$ cat src/io_port_pkg.sv
// package: register offsets, reset values and mode encodings for the i/o port configuration block
package io_port_pkg;
  localparam int unsigned         ADDR_W          = 8;
  localparam int unsigned         DATA_W          = 8;
  // offsets within the configuration i/o window
  localparam logic [7:0]          OFS_DATA_OUT_A  = 8'h04;
  localparam logic [7:0]          OFS_DATA_OUT_B  = 8'h05;
  localparam logic [7:0]          OFS_MODE_A      = 8'h02;
  localparam logic [7:0]          OFS_MODE_B      = 8'h03;
  localparam logic [7:0]          OFS_DATA_OUT_C  = 8'h12;
  localparam logic [7:0]          OFS_DATA_OUT_D  = 8'h13;
  localparam logic [7:0]          OFS_DIR_A       = 8'h06;
  localparam logic [7:0]          OFS_DIR_B       = 8'h07;
  localparam logic [7:0]          OFS_DIR_C       = 8'h14;
  localparam logic [7:0]          OFS_DIR_D       = 8'h15;
  localparam logic [7:0]          OFS_DRV_A       = 8'h08;
  localparam logic [7:0]          OFS_DRV_B       = 8'h09;
  localparam logic [7:0]          OFS_DRV_C       = 8'h16;
  localparam logic [7:0]          OFS_DRV_D       = 8'h17;
  localparam logic [7:0]          OFS_ENABLE_A    = 8'h0C;
  localparam logic [7:0]          OFS_ENABLE_B    = 8'h0D;
  localparam logic [7:0]          OFS_ENABLE_C    = 8'h1A;
  localparam logic [7:0]          OFS_MEM_MAP     = 8'hE2;
  localparam logic [7:0]          REG_RESET       = 8'h00;
  localparam int unsigned         PERIPH_MODE_BIT = 7;
  localparam int unsigned         PORT_D_PINS     = 3;
  localparam logic [7:0]          PORT_D_MASK     = 8'h07;
  // split of the a/b drive select register: upper nibble open drain, lower slew
  localparam logic [7:0]          OD_MASK_AB      = 8'hF0;
  localparam logic [7:0]          SLEW_MASK_AB    = 8'h0F;
  localparam logic [7:0]          READ_IDLE       = 8'h00;
  typedef enum logic [1:0] {
    BUS_MUX8,
    BUS_NONMUX8
  } bus_type_t;
endpackage

$ cat src/addr_in_latch.sv
// addr_in_latch: optional strobe latch for high-order address inputs on one port
`timescale 1ns/1ns
`default_nettype none
module addr_in_latch (
  input  wire logic       clk_i,
  input  wire logic       resetn_i,
  input  wire logic       strobe_i,
  input  wire logic [7:0] latch_en_i,
  input  wire logic [7:0] pin_i,
  output logic      [7:0] addr_o
);
  logic [7:0] held_q;
  always_ff @(posedge clk_i) begin
    if (!resetn_i) begin
      held_q <= 8'h00;
    end else if (strobe_i) begin
      held_q <= pin_i;
    end
  end
  genvar b;
  generate
    for (b = 0; b < 8; b++) begin : g_sel
      assign addr_o[b] = latch_en_i[b] ? held_q[b] : pin_i[b];
    end
  endgenerate
endmodule // addr_in_latch
`default_nettype wire

$ cat src/io_port_configuration.sv
// io_port_configuration: configuration registers and pin-function logic for ports a, b, c and d
// Functional notes
// - pin output enable is direction bit ORed with the logic output-enable term.
// - latched address nibbles go to ports a and b, or port b only.
// - high address inputs accepted on port a only, optionally latched on strobe.
// - port a as data bus disables its direction, product-term, mode and data out functions; its drive select still applies.
// - memory mapping register bit 7 enables peripheral buffer mode on port a.
// - in peripheral mode port a floats unless a peripheral select and the peripheral read term are both active.
// - test-port pins may share port c with other functions.
// - host reaches configuration registers by plain reads and writes at fixed offsets.
// - each register bit except memory mapping bit 7 controls only the same-numbered pin of its port.
// - all configuration registers clear to zero at power-up.
// - mode bit zero gives host i/o, one gives latched address output.
// - mode control registers exist only for ports a and b.
// - direction one is output, zero is input; inputs after reset.
// - with product term inactive, direction bit alone sets pin direction.
// - port d direction register implements only its three low bits.
// - drive select one gives open drain on a/b bits 7-4 and all c.
// - drive select one gives fast slew on a/b bits 3-0 and d 2-0.
// - data out register drives pins when enabled, and reads back.
`timescale 1ns/1ns
`default_nettype none
module io_port_configuration
  import io_port_pkg::*;
(
  input  wire logic                    clk_i,
  input  wire logic                    resetn_i,
  // host bus inside the configuration i/o window
  input  wire logic                    win_sel_i,
  input  wire logic                    wr_i,
  input  wire logic                    rd_i,
  input  wire logic [ADDR_W-1:0]       addr_i,
  input  wire logic [DATA_W-1:0]       wdata_i,
  output logic      [DATA_W-1:0]       rdata_o,
  output logic                         rdata_oe_o,
  // bus configuration and latched host address
  input  wire io_port_pkg::bus_type_t  bus_type_i,
  input  wire logic                    data_port_en_i,
  input  wire logic [7:0]              host_addr_lo_i,
  input  wire logic                    addr_strobe_i,
  input  wire logic [7:0]              host_data_i,
  output logic      [7:0]              host_data_o,
  // decode logic array terms
  input  wire logic                    periph_select_0_i,
  input  wire logic                    periph_select_1_i,
  input  wire logic                    periph_rd_i,
  input  wire logic [7:0]              pt_oe_a_i,
  input  wire logic [7:0]              pt_oe_b_i,
  input  wire logic [7:0]              pt_oe_c_i,
  input  wire logic [2:0]              pt_oe_d_i,
  input  wire logic [7:0]              addr_latch_en_i,
  input  wire logic                    test_port_en_i,
  input  wire logic [7:0]              test_oe_c_i,
  input  wire logic [7:0]              test_out_c_i,
  // pins
  input  wire logic [7:0]              pin_a_i,
  input  wire logic [7:0]              pin_b_i,
  input  wire logic [7:0]              pin_c_i,
  input  wire logic [2:0]              pin_d_i,
  output logic      [7:0]              pin_a_o,
  output logic      [7:0]              pin_a_oe_n_o,
  output logic      [7:0]              pin_b_o,
  output logic      [7:0]              pin_b_oe_n_o,
  output logic      [7:0]              pin_c_o,
  output logic      [7:0]              pin_c_oe_n_o,
  output logic      [2:0]              pin_d_o,
  output logic      [2:0]              pin_d_oe_n_o,
  output logic      [7:0]              fast_slew_a_o,
  output logic      [7:0]              fast_slew_b_o,
  output logic      [2:0]              fast_slew_d_o,
  output logic      [7:0]              addr_in_a_o,
  output logic                         periph_mode_o
);
  import io_port_pkg::*;

  logic [7:0] mode_a_q, mode_b_q;
  logic [7:0] dir_a_q, dir_b_q, dir_c_q, dir_d_q;
  logic [7:0] drv_a_q, drv_b_q, drv_c_q, drv_d_q;
  logic [7:0] dout_a_q, dout_b_q, dout_c_q, dout_d_q;
  logic [7:0] mem_map_q;
  logic [7:0] rdata_q;
  logic       rd_q;
  logic       wr_en;
  logic       rd_en;
  logic [7:0] addr_for_a, addr_for_b;
  logic [7:0] en_a, en_b, en_c;
  logic [7:0] pd_o8, pd_oe_n8;
  logic       periph_on;
  logic       periph_sel;
  logic [7:0] rd_mux;

  assign wr_en = win_sel_i & wr_i;
  assign rd_en = win_sel_i & rd_i;

  // configuration registers, cleared at reset
  always_ff @(posedge clk_i) begin
    if (!resetn_i) begin
      mode_a_q <= REG_RESET;
      mode_b_q <= REG_RESET;
      dir_a_q  <= REG_RESET;
      dir_b_q  <= REG_RESET;
      dir_c_q  <= REG_RESET;
      dir_d_q  <= REG_RESET;
      drv_a_q  <= REG_RESET;
      drv_b_q  <= REG_RESET;
      drv_c_q  <= REG_RESET;
      drv_d_q  <= REG_RESET;
    end else if (wr_en) begin
      case (addr_i)
        OFS_MODE_A: mode_a_q <= wdata_i;
        OFS_MODE_B: mode_b_q <= wdata_i;
        OFS_DIR_A:  dir_a_q  <= wdata_i;
        OFS_DIR_B:  dir_b_q  <= wdata_i;
        OFS_DIR_C:  dir_c_q  <= wdata_i;
        OFS_DIR_D:  dir_d_q  <= wdata_i & PORT_D_MASK;
        OFS_DRV_A:  drv_a_q  <= wdata_i;
        OFS_DRV_B:  drv_b_q  <= wdata_i;
        OFS_DRV_C:  drv_c_q  <= wdata_i;
        OFS_DRV_D:  drv_d_q  <= wdata_i & PORT_D_MASK;
        default: ;
      endcase
    end
  end

  // output data registers and memory mapping register
  always_ff @(posedge clk_i) begin
    if (!resetn_i) begin
      dout_a_q  <= REG_RESET;
      dout_b_q  <= REG_RESET;
      dout_c_q  <= REG_RESET;
      dout_d_q  <= REG_RESET;
      mem_map_q <= REG_RESET;
    end else if (wr_en) begin
      case (addr_i)
        OFS_DATA_OUT_A: dout_a_q  <= wdata_i;
        OFS_DATA_OUT_B: dout_b_q  <= wdata_i;
        OFS_DATA_OUT_C: dout_c_q  <= wdata_i;
        OFS_DATA_OUT_D: dout_d_q  <= wdata_i & PORT_D_MASK;
        OFS_MEM_MAP:    mem_map_q <= wdata_i;
        default: ;
      endcase
    end
  end

  // read mux; unmapped offsets read as zero
  always_comb begin
    case (addr_i)
      OFS_MODE_A:     rd_mux = mode_a_q;
      OFS_MODE_B:     rd_mux = mode_b_q;
      OFS_DIR_A:      rd_mux = dir_a_q;
      OFS_DIR_B:      rd_mux = dir_b_q;
      OFS_DIR_C:      rd_mux = dir_c_q;
      OFS_DIR_D:      rd_mux = dir_d_q;
      OFS_DRV_A:      rd_mux = drv_a_q;
      OFS_DRV_B:      rd_mux = drv_b_q;
      OFS_DRV_C:      rd_mux = drv_c_q;
      OFS_DRV_D:      rd_mux = drv_d_q;
      OFS_DATA_OUT_A: rd_mux = dout_a_q;
      OFS_DATA_OUT_B: rd_mux = dout_b_q;
      OFS_DATA_OUT_C: rd_mux = dout_c_q;
      OFS_DATA_OUT_D: rd_mux = dout_d_q;
      OFS_ENABLE_A:   rd_mux = en_a;
      OFS_ENABLE_B:   rd_mux = en_b;
      OFS_ENABLE_C:   rd_mux = en_c;
      OFS_MEM_MAP:    rd_mux = mem_map_q;
      default:        rd_mux = READ_IDLE;
    endcase
  end

  always_ff @(posedge clk_i) begin
    if (!resetn_i) begin
      rdata_q <= READ_IDLE;
      rd_q    <= 1'b0;
    end else begin
      rd_q    <= rd_en;
      rdata_q <= rd_en ? rd_mux : READ_IDLE;
    end
  end
  assign rdata_o    = rdata_q;
  assign rdata_oe_o = rd_q;

  // latched address routing by bus type
  always_comb begin
    case (bus_type_i)
      BUS_MUX8: begin
        addr_for_a = host_addr_lo_i;
        addr_for_b = host_addr_lo_i;
      end
      BUS_NONMUX8: begin
        addr_for_a = 8'h00;
        addr_for_b = host_addr_lo_i;
      end
      default: begin
        addr_for_a = 8'h00;
        addr_for_b = 8'h00;
      end
    endcase
  end

  // port a special modes: data port and peripheral buffer force the same pin behaviour
  assign periph_on     = mem_map_q[PERIPH_MODE_BIT];
  assign periph_mode_o = periph_on;
  assign periph_sel    = periph_select_0_i | periph_select_1_i;
  logic       a_force;
  logic [7:0] a_force_oe;
  logic [7:0] a_force_data;
  logic [7:0] a_mode_eff;
  assign a_force      = data_port_en_i | periph_on;
  // data port direction belongs to the host bus, so the same read term drives it
  assign a_force_oe   = {8{periph_sel & periph_rd_i}};
  assign a_force_data = host_data_i;
  assign a_mode_eff   = (bus_type_i == BUS_NONMUX8) ? 8'h00 : mode_a_q;
  assign host_data_o  = a_force ? pin_a_i : 8'h00;

  port_pin_driver u_port_a (
    .dir_i        (dir_a_q),
    .pt_oe_i      (pt_oe_a_i),
    .addr_mode_i  (a_mode_eff),
    .addr_i       (addr_for_a),
    .data_out_i   (dout_a_q),
    .open_drain_i (drv_a_q & OD_MASK_AB),
    .force_en_i   (a_force),
    .force_oe_i   (a_force_oe),
    .force_data_i (a_force_data),
    .pin_o        (pin_a_o),
    .pin_oe_n_o   (pin_a_oe_n_o),
    .drive_en_o   (en_a)
  );

  port_pin_driver u_port_b (
    .dir_i        (dir_b_q),
    .pt_oe_i      (pt_oe_b_i),
    .addr_mode_i  (mode_b_q),
    .addr_i       (addr_for_b),
    .data_out_i   (dout_b_q),
    .open_drain_i (drv_b_q & OD_MASK_AB),
    .force_en_i   (1'b0),
    .force_oe_i   (8'h00),
    .force_data_i (8'h00),
    .pin_o        (pin_b_o),
    .pin_oe_n_o   (pin_b_oe_n_o),
    .drive_en_o   (en_b)
  );

  // test port shares port c; it takes the pins only while enabled
  port_pin_driver u_port_c (
    .dir_i        (dir_c_q),
    .pt_oe_i      (pt_oe_c_i),
    .addr_mode_i  (8'h00),
    .addr_i       (8'h00),
    .data_out_i   (dout_c_q),
    .open_drain_i (drv_c_q),
    .force_en_i   (test_port_en_i),
    .force_oe_i   (test_oe_c_i),
    .force_data_i (test_out_c_i),
    .pin_o        (pin_c_o),
    .pin_oe_n_o   (pin_c_oe_n_o),
    .drive_en_o   (en_c)
  );

  port_pin_driver u_port_d (
    .dir_i        (dir_d_q),
    .pt_oe_i      ({5'h00, pt_oe_d_i}),
    .addr_mode_i  (8'h00),
    .addr_i       (8'h00),
    .data_out_i   (dout_d_q),
    .open_drain_i (8'h00),
    .force_en_i   (1'b0),
    .force_oe_i   (8'h00),
    .force_data_i (8'h00),
    .pin_o        (pd_o8),
    .pin_oe_n_o   (pd_oe_n8),
    .drive_en_o   ()
  );
  assign pin_d_o      = pd_o8[2:0];
  assign pin_d_oe_n_o = pd_oe_n8[2:0];

  assign fast_slew_a_o = drv_a_q & SLEW_MASK_AB;
  assign fast_slew_b_o = drv_b_q & SLEW_MASK_AB;
  assign fast_slew_d_o = drv_d_q[2:0];

  addr_in_latch u_addr_in_a (
    .clk_i      (clk_i),
    .resetn_i   (resetn_i),
    .strobe_i   (addr_strobe_i),
    .latch_en_i (addr_latch_en_i),
    .pin_i      (pin_a_i),
    .addr_o     (addr_in_a_o)
  );
endmodule // io_port_configuration
`default_nettype wire

$ cat src/port_pin_driver.sv
// port_pin_driver: per-bit output enable, drive type and source mux for one 8-pin port
`timescale 1ns/1ns
`default_nettype none
module port_pin_driver (
  input  wire logic [7:0] dir_i,
  input  wire logic [7:0] pt_oe_i,
  input  wire logic [7:0] addr_mode_i,
  input  wire logic [7:0] addr_i,
  input  wire logic [7:0] data_out_i,
  input  wire logic [7:0] open_drain_i,
  input  wire logic       force_en_i,
  input  wire logic [7:0] force_oe_i,
  input  wire logic [7:0] force_data_i,
  output logic      [7:0] pin_o,
  output logic      [7:0] pin_oe_n_o,
  output logic      [7:0] drive_en_o
);
  genvar b;
  generate
    for (b = 0; b < 8; b++) begin : g_bit
      logic oe;
      logic val;
      // direction or product term, one bit per pin
      assign oe  = force_en_i ? force_oe_i[b] : (dir_i[b] | pt_oe_i[b]);
      assign val = force_en_i ? force_data_i[b] : (addr_mode_i[b] ? addr_i[b] : data_out_i[b]);
      assign drive_en_o[b] = oe;
      assign pin_o[b]      = val;
      // an open-drain pin only pulls low; a high is left to the external pull-up
      assign pin_oe_n_o[b] = ~(oe & (~open_drain_i[b] | ~val));
    end
  endgenerate
endmodule // port_pin_driver
`default_nettype wire
$ cat config.mk
export PLATFORM = sky130hd
export DESIGN_NAME = io_port_configuration
export DESIGN_NICKNAME = d
export VERILOG_FILES = /design/src/io_port_pkg.sv /design/src/addr_in_latch.sv /design/src/io_port_configuration.sv /design/src/port_pin_driver.sv
export SDC_FILE = /design/constraint.sdc
export NUM_CORES = 1
export LEC_CHECK = 0
export BUFFER_PORTS_ARGS = -buffer_cell sky130_fd_sc_hd__clkbuf_2
export CORE_MARGIN = 1.5
export CORE_UTILIZATION = 50
export CTS_BUF_LIST = sky130_fd_sc_hd__clkbuf_8
export DETAILED_ROUTE_END_ITERATION = 10
export MAX_ROUTING_LAYER = met4
export PLACE_DENSITY = 0.9
export SLEW_MARGIN = 10
export SYNTH_ARGS = -nofsm -noshare
export SYNTH_HDL_FRONTEND = slang
export SYNTH_HIERARCHICAL = 1
export SYNTH_SLANG_ARGS = --single-unit
$ cat constraint.sdc
create_clock -name clk_i -period 2.13 [get_ports clk_i]
set_input_delay 0.5325 -clock clk_i [delete_from_list [all_inputs] [get_ports clk_i]]
set_output_delay 0.5325 -clock clk_i [all_outputs]
set_load 0.1 [all_outputs]
=== Word level (Yosys, flattened, before mapping) ===
Index checks and enable logic that the tools add are counted.

* Register bits: 122
* Latch bits: 0
* Memory bits (writable): 0
* Bits in read-only memories: 0
* Output and inout bits: 99
* Memories: 0

* Add/sub/neg operators: 0
* $mul: 0
* Div/mod/pow operators: 0
* $lt $le $gt $ge: 0
* Eq/ne operators: 19
* Shift operators: 0
* Multiplexer cells: 61
* Bitwise gates (word level): 123
* Reduce and logical (&&, ||, !) cells: 18

{| class="wikitable"
|+ Operators with widths
! cell !! count
|-
| $pmux W8 S18 || 1
|-
| $not A1 Y1 || 59
|-
| $eq A8 B5 Y1 const B || 7
|-
| $mux W1 || 56
|-
| $or A1 B1 Y1 || 45
|-
| $eq A8 B3 Y1 const B || 4
|-
| $eq A8 B4 Y1 const B || 4
|-
| $mux W8 || 4
|-
| $reduce_and A2 Y1 || 16
|-
| $and A1 B1 Y1 || 19
|-
| $eq A8 B2 Y1 const B || 2
|-
| $eq A8 B8 Y1 const B || 1
|-
| $eq A2 B1 Y1 const B || 1
|-
| $logic_not A2 Y1 || 1
|-
| $reduce_or A2 Y1 || 1
|}

=== Longest topological paths before layout ===
* Depth after elaboration: 8
* Depth in mapped cells: 12
* Gate-level depth less buffers: 9

=== Hierarchy ===
Netlist, hierarchy kept.

{| class="wikitable"
|+ Modules (own cells, without submodules)
! module !! instances !! cells each !! area each (um^2)
|-
| io_port_configuration || 1 || 651 || 6055.8
|-
| port_pin_driver || 4 || 93 || 585.6
|-
| addr_in_latch || 1 || 33 || 391.6
|}

=== Least setup slack after synthesis ===
No wires, ideal clock.

* Kind: reg-to-output
* Start point: register mem_map_q[7]
* End point: output pin_a_oe_n_o[4]
* Data arrival time: 3077 ps
* Data required time: 1597 ps
* Path slack: -1480 ps
* Stages on the path, launching flop included: 7
* Path buffers: 2
* Cell sequence: dfxtp_1 > nor2_1 > inv_1 > buf_6 > buf_6 > a211oi_2 > o21ai_1

* Longest elaborated chain between the ends: 6
* Elaborated cells between the ends (all ways): 7
* Those cells by class: mux (2); bitwise (5)

{| class="wikitable"
|+ Ends and longest elaborated chain
! what !! line !! text
|-
| start: declaration || io_port_configuration.sv:80 || <nowiki>logic [7:0] mem_map_q;</nowiki>
|-
| start signal: assignment || io_port_configuration.sv:139 || <nowiki>OFS_MEM_MAP: mem_map_q <= wdata_i;</nowiki>
|-
| $or A1 B1 Y1 * || io_port_configuration.sv:208 || <nowiki>assign a_force = data_port_en_i | periph_on;</nowiki>
|-
| named net a_force || io_port_configuration.sv:204 || <nowiki>logic a_force;</nowiki>
|-
| $mux W1 || port_pin_driver.sv:25 || <nowiki>assign val = force_en_i ? force_data_i[b] : (addr_mode_i[b] ? addr_i[b] : data_out_i[b]);</nowiki>
|-
| $not A1 Y1 || port_pin_driver.sv:29 || <nowiki>assign pin_oe_n_o[b] = ~(oe & (~open_drain_i[b] | ~val));</nowiki>
|-
| $or A1 B1 Y1 || port_pin_driver.sv:29 ||
|-
| $and A1 B1 Y1 * || port_pin_driver.sv:29 ||
|-
| $not A1 Y1 * || port_pin_driver.sv:29 ||
|-
| end: declaration || io_port_configuration.sv:61 || <nowiki>output logic [7:0] pin_a_oe_n_o,</nowiki>
|}

Mark *: on every way through the listed nets, which the timed path passes. The rest lies on a longest branch.

=== Final worst setup path ===
* Start point: register mem_map_q[7]
* End point: output pin_a_oe_n_o[5]

The elaborated chain is that of the path after synthesis.

==> metrics.cfg <==
[outcome]
status = complete, but fails checks
violations = design-rule violations, negative setup slack

[place]
port_buffers = 194
placed_area_um2 = 11300
gp_congestion = 1.07
post-place-ws_ns = -0.412
dp.final_hpwl_mm = 21.7

[finish]
fin_area_um2 = 12100
drive_gt1_frac = 0.403
nets = 1406
layout_common_cells = clkbuf_2, nor2b_1, dfxtp_1
final_common_cell = clkbuf_2
area_growth_pct = 43.6
fin_util = 0.733
n_antenna_cell = 0

[setup_path]
rr_endpoint = rdata_o[3]
r2r_cells = 10
cp-start-kind = register
cp.arrival_ns = 1.78
cp.required_ns = 1.60
critPathMaxFanout = 11
reg2reg_from = mem_map_q[7]
endpoint_kind = primary output
path_class = register to primary output
reg2reg_slack_ns = 0.10

[clock_network]
cts_tree = built
h-tree-depth = 4
cts_buffers = 17
clock_path_buffers = 2
cts_root_buf = clkbuf_8
clk_latency_ns = 0.45
clk_pin_slew_ns = 0.07
clock_sinks = 122

[sta]
period_needed_ns = 2.31
fin_crit_sh = 1.09
report.final.slew_viol_count = 0
worst_pin_slew_ns = 0.891
setup_slack_ns = -0.183
skew_ns = 0.0127
setup_violations = 17
max_freq_ghz = 0.432
hold_violations = 0
slew_headroom = 0.406
rsz0062_at_grt = true

[die]
io_pins = 222
initial_utilization = 0.510
core-area_um2 = 16500
rows = 47
die_x_um = 133
die_h_um = 133
dieArea_um2 = 17700

[min_path]
hold_path_depth = 3
worstHoldPathType = primary input to register
hp-start = pin_a_i[6]
holdPathEnd = u_addr_in_a/held_q[6]

[synthesis]
syn_area_per_cell_um2 = 8.45
synthCells = 998
ys_warn_count = 6
syn_area_um2 = 8430

[routing]
viasPerCell = 5.82
totalWireLength_mm = 30.5
ant_nets = 0
drtIter0Drc = 1134
drc = 1
num_vias = 8809
firstDrtPassIters = 11
avgRoutedWirePerCell_um = 20.1

[global_routing]
grt_usage = 0.341
overflow = 0
grt_pass1_wl_mm = 45.9
grt_start_max_net_pins = 114
grt_pass1_vias = 8706
antenna_found_initial = 0

[pwr]
p_sw_frac = 0.374
ir_drop_mv = 0.345
power_density_nw_per_um2 = 532
pwr-share-comb = 0.350
power.internal_mw = 4.04
seqPwrFrac = 0.356
power.leakage_nw = 4.93
p_switching_mw = 2.41
clkPwrFrac = 0.294

[job]
cap_violations = 0

[flip-flops by register name, summed over array words and instances (netlist names), 8 cells and up]
register            count
dout_a_q                8
u_addr_in_a/held_q      8
drv_b_q                 8
drv_a_q                 8
dir_a_q                 8
dir_b_q                 8
mode_a_q                8
dout_c_q                8
dout_b_q                8
mode_b_q                8
rdata_o                 8
dir_c_q                 8
drv_c_q                 8
mem_map_q               8
[worst max-delay path: stages (launching register included)]
cell     delay (ns)
dfxtp_4        0.37
nor2_4         0.16
inv_6          0.10
buf_6          0.15
inv_6          0.08
o21ai_4        0.08
o21ai_4        0.19
buf_12         0.19
[worst max-delay path by stage]
| stage | slack (ns) | startpoint | cells past startpoint | to |
|---|---|---|---|---|
| floorplan | -0.08 | data_port_en_i | 6 | pin_a_oe_n_o[4] |
| global placement | -0.28 | bus_type_i[1] | 6 | pin_a_o[6] |
| detailed placement | -0.41 | bus_type_i[1] | 7 | pin_a_o[6] |
| CTS | -0.20 | mem_map_q[7] | 7 | pin_a_oe_n_o[7] |
| global route | -0.24 | mem_map_q[7] | 6 | pin_a_oe_n_o[7] |
| finish | -0.18 | mem_map_q[7] | 7 | pin_a_oe_n_o[5] |
[what timing repair did]
action                                  in CTS  in global routing
endpoints found under the hold margin        0                  0
pin swaps                                   14                 16
resized for setup                           64                 43
buffers inserted                             7                  4
hold buffers                                 0                  0
endpoints found under the setup margin      38                 41
[area by class of cell]
| cell class | instances | area, um2 |
|---|---|---|
| timing repair buffer | 310 | 2900 |
| tap | 220 | 275 |
| sequential | 122 | 2460 |
| clock inverter | 9 | 75.1 |
| clock buffer | 20 | 275 |
| multi-input combinational | 796 | 5980 |
| inverter | 36 | 149 |
| fill | 1041 | 4410 |
[metrics by stage]
step           cells  hold WS [ns]  total power, mW  setup TNS (ns)
4_1_cts         1510         0.360             6.37           -2.67
3_5_place_dp    1474         0.477             4.45           -4.80
3_3_place_gp    1474         0.469             4.42           -2.97
6_report        1513         0.385             6.45           -2.11
2_1_floorplan   1084         0.439             3.83          -0.499
5_1_grt         1513         0.380             6.59           -2.97
[routing by layer]
layer  wire length [um]  GRT usage  vias up
met5                  0          -        -
met4               1620      0.179        0
met3               3200     0.0805      176
met2              14400      0.555      647
met1              11300      0.389     4091
li1                   -          -     3895
[power groups by stage]
stage	clock network [mW]	registers (mW)	logic (mW)
final	1.90	2.30	2.26
after global routing	1.97	2.30	2.32
after CTS	1.90	2.30	2.17
after detailed placement	0	2.35	2.10
after global placement	0	2.35	2.07
after floorplan	0	2.35	1.48
No activity file was read; power rests on OpenSTA's default activity.
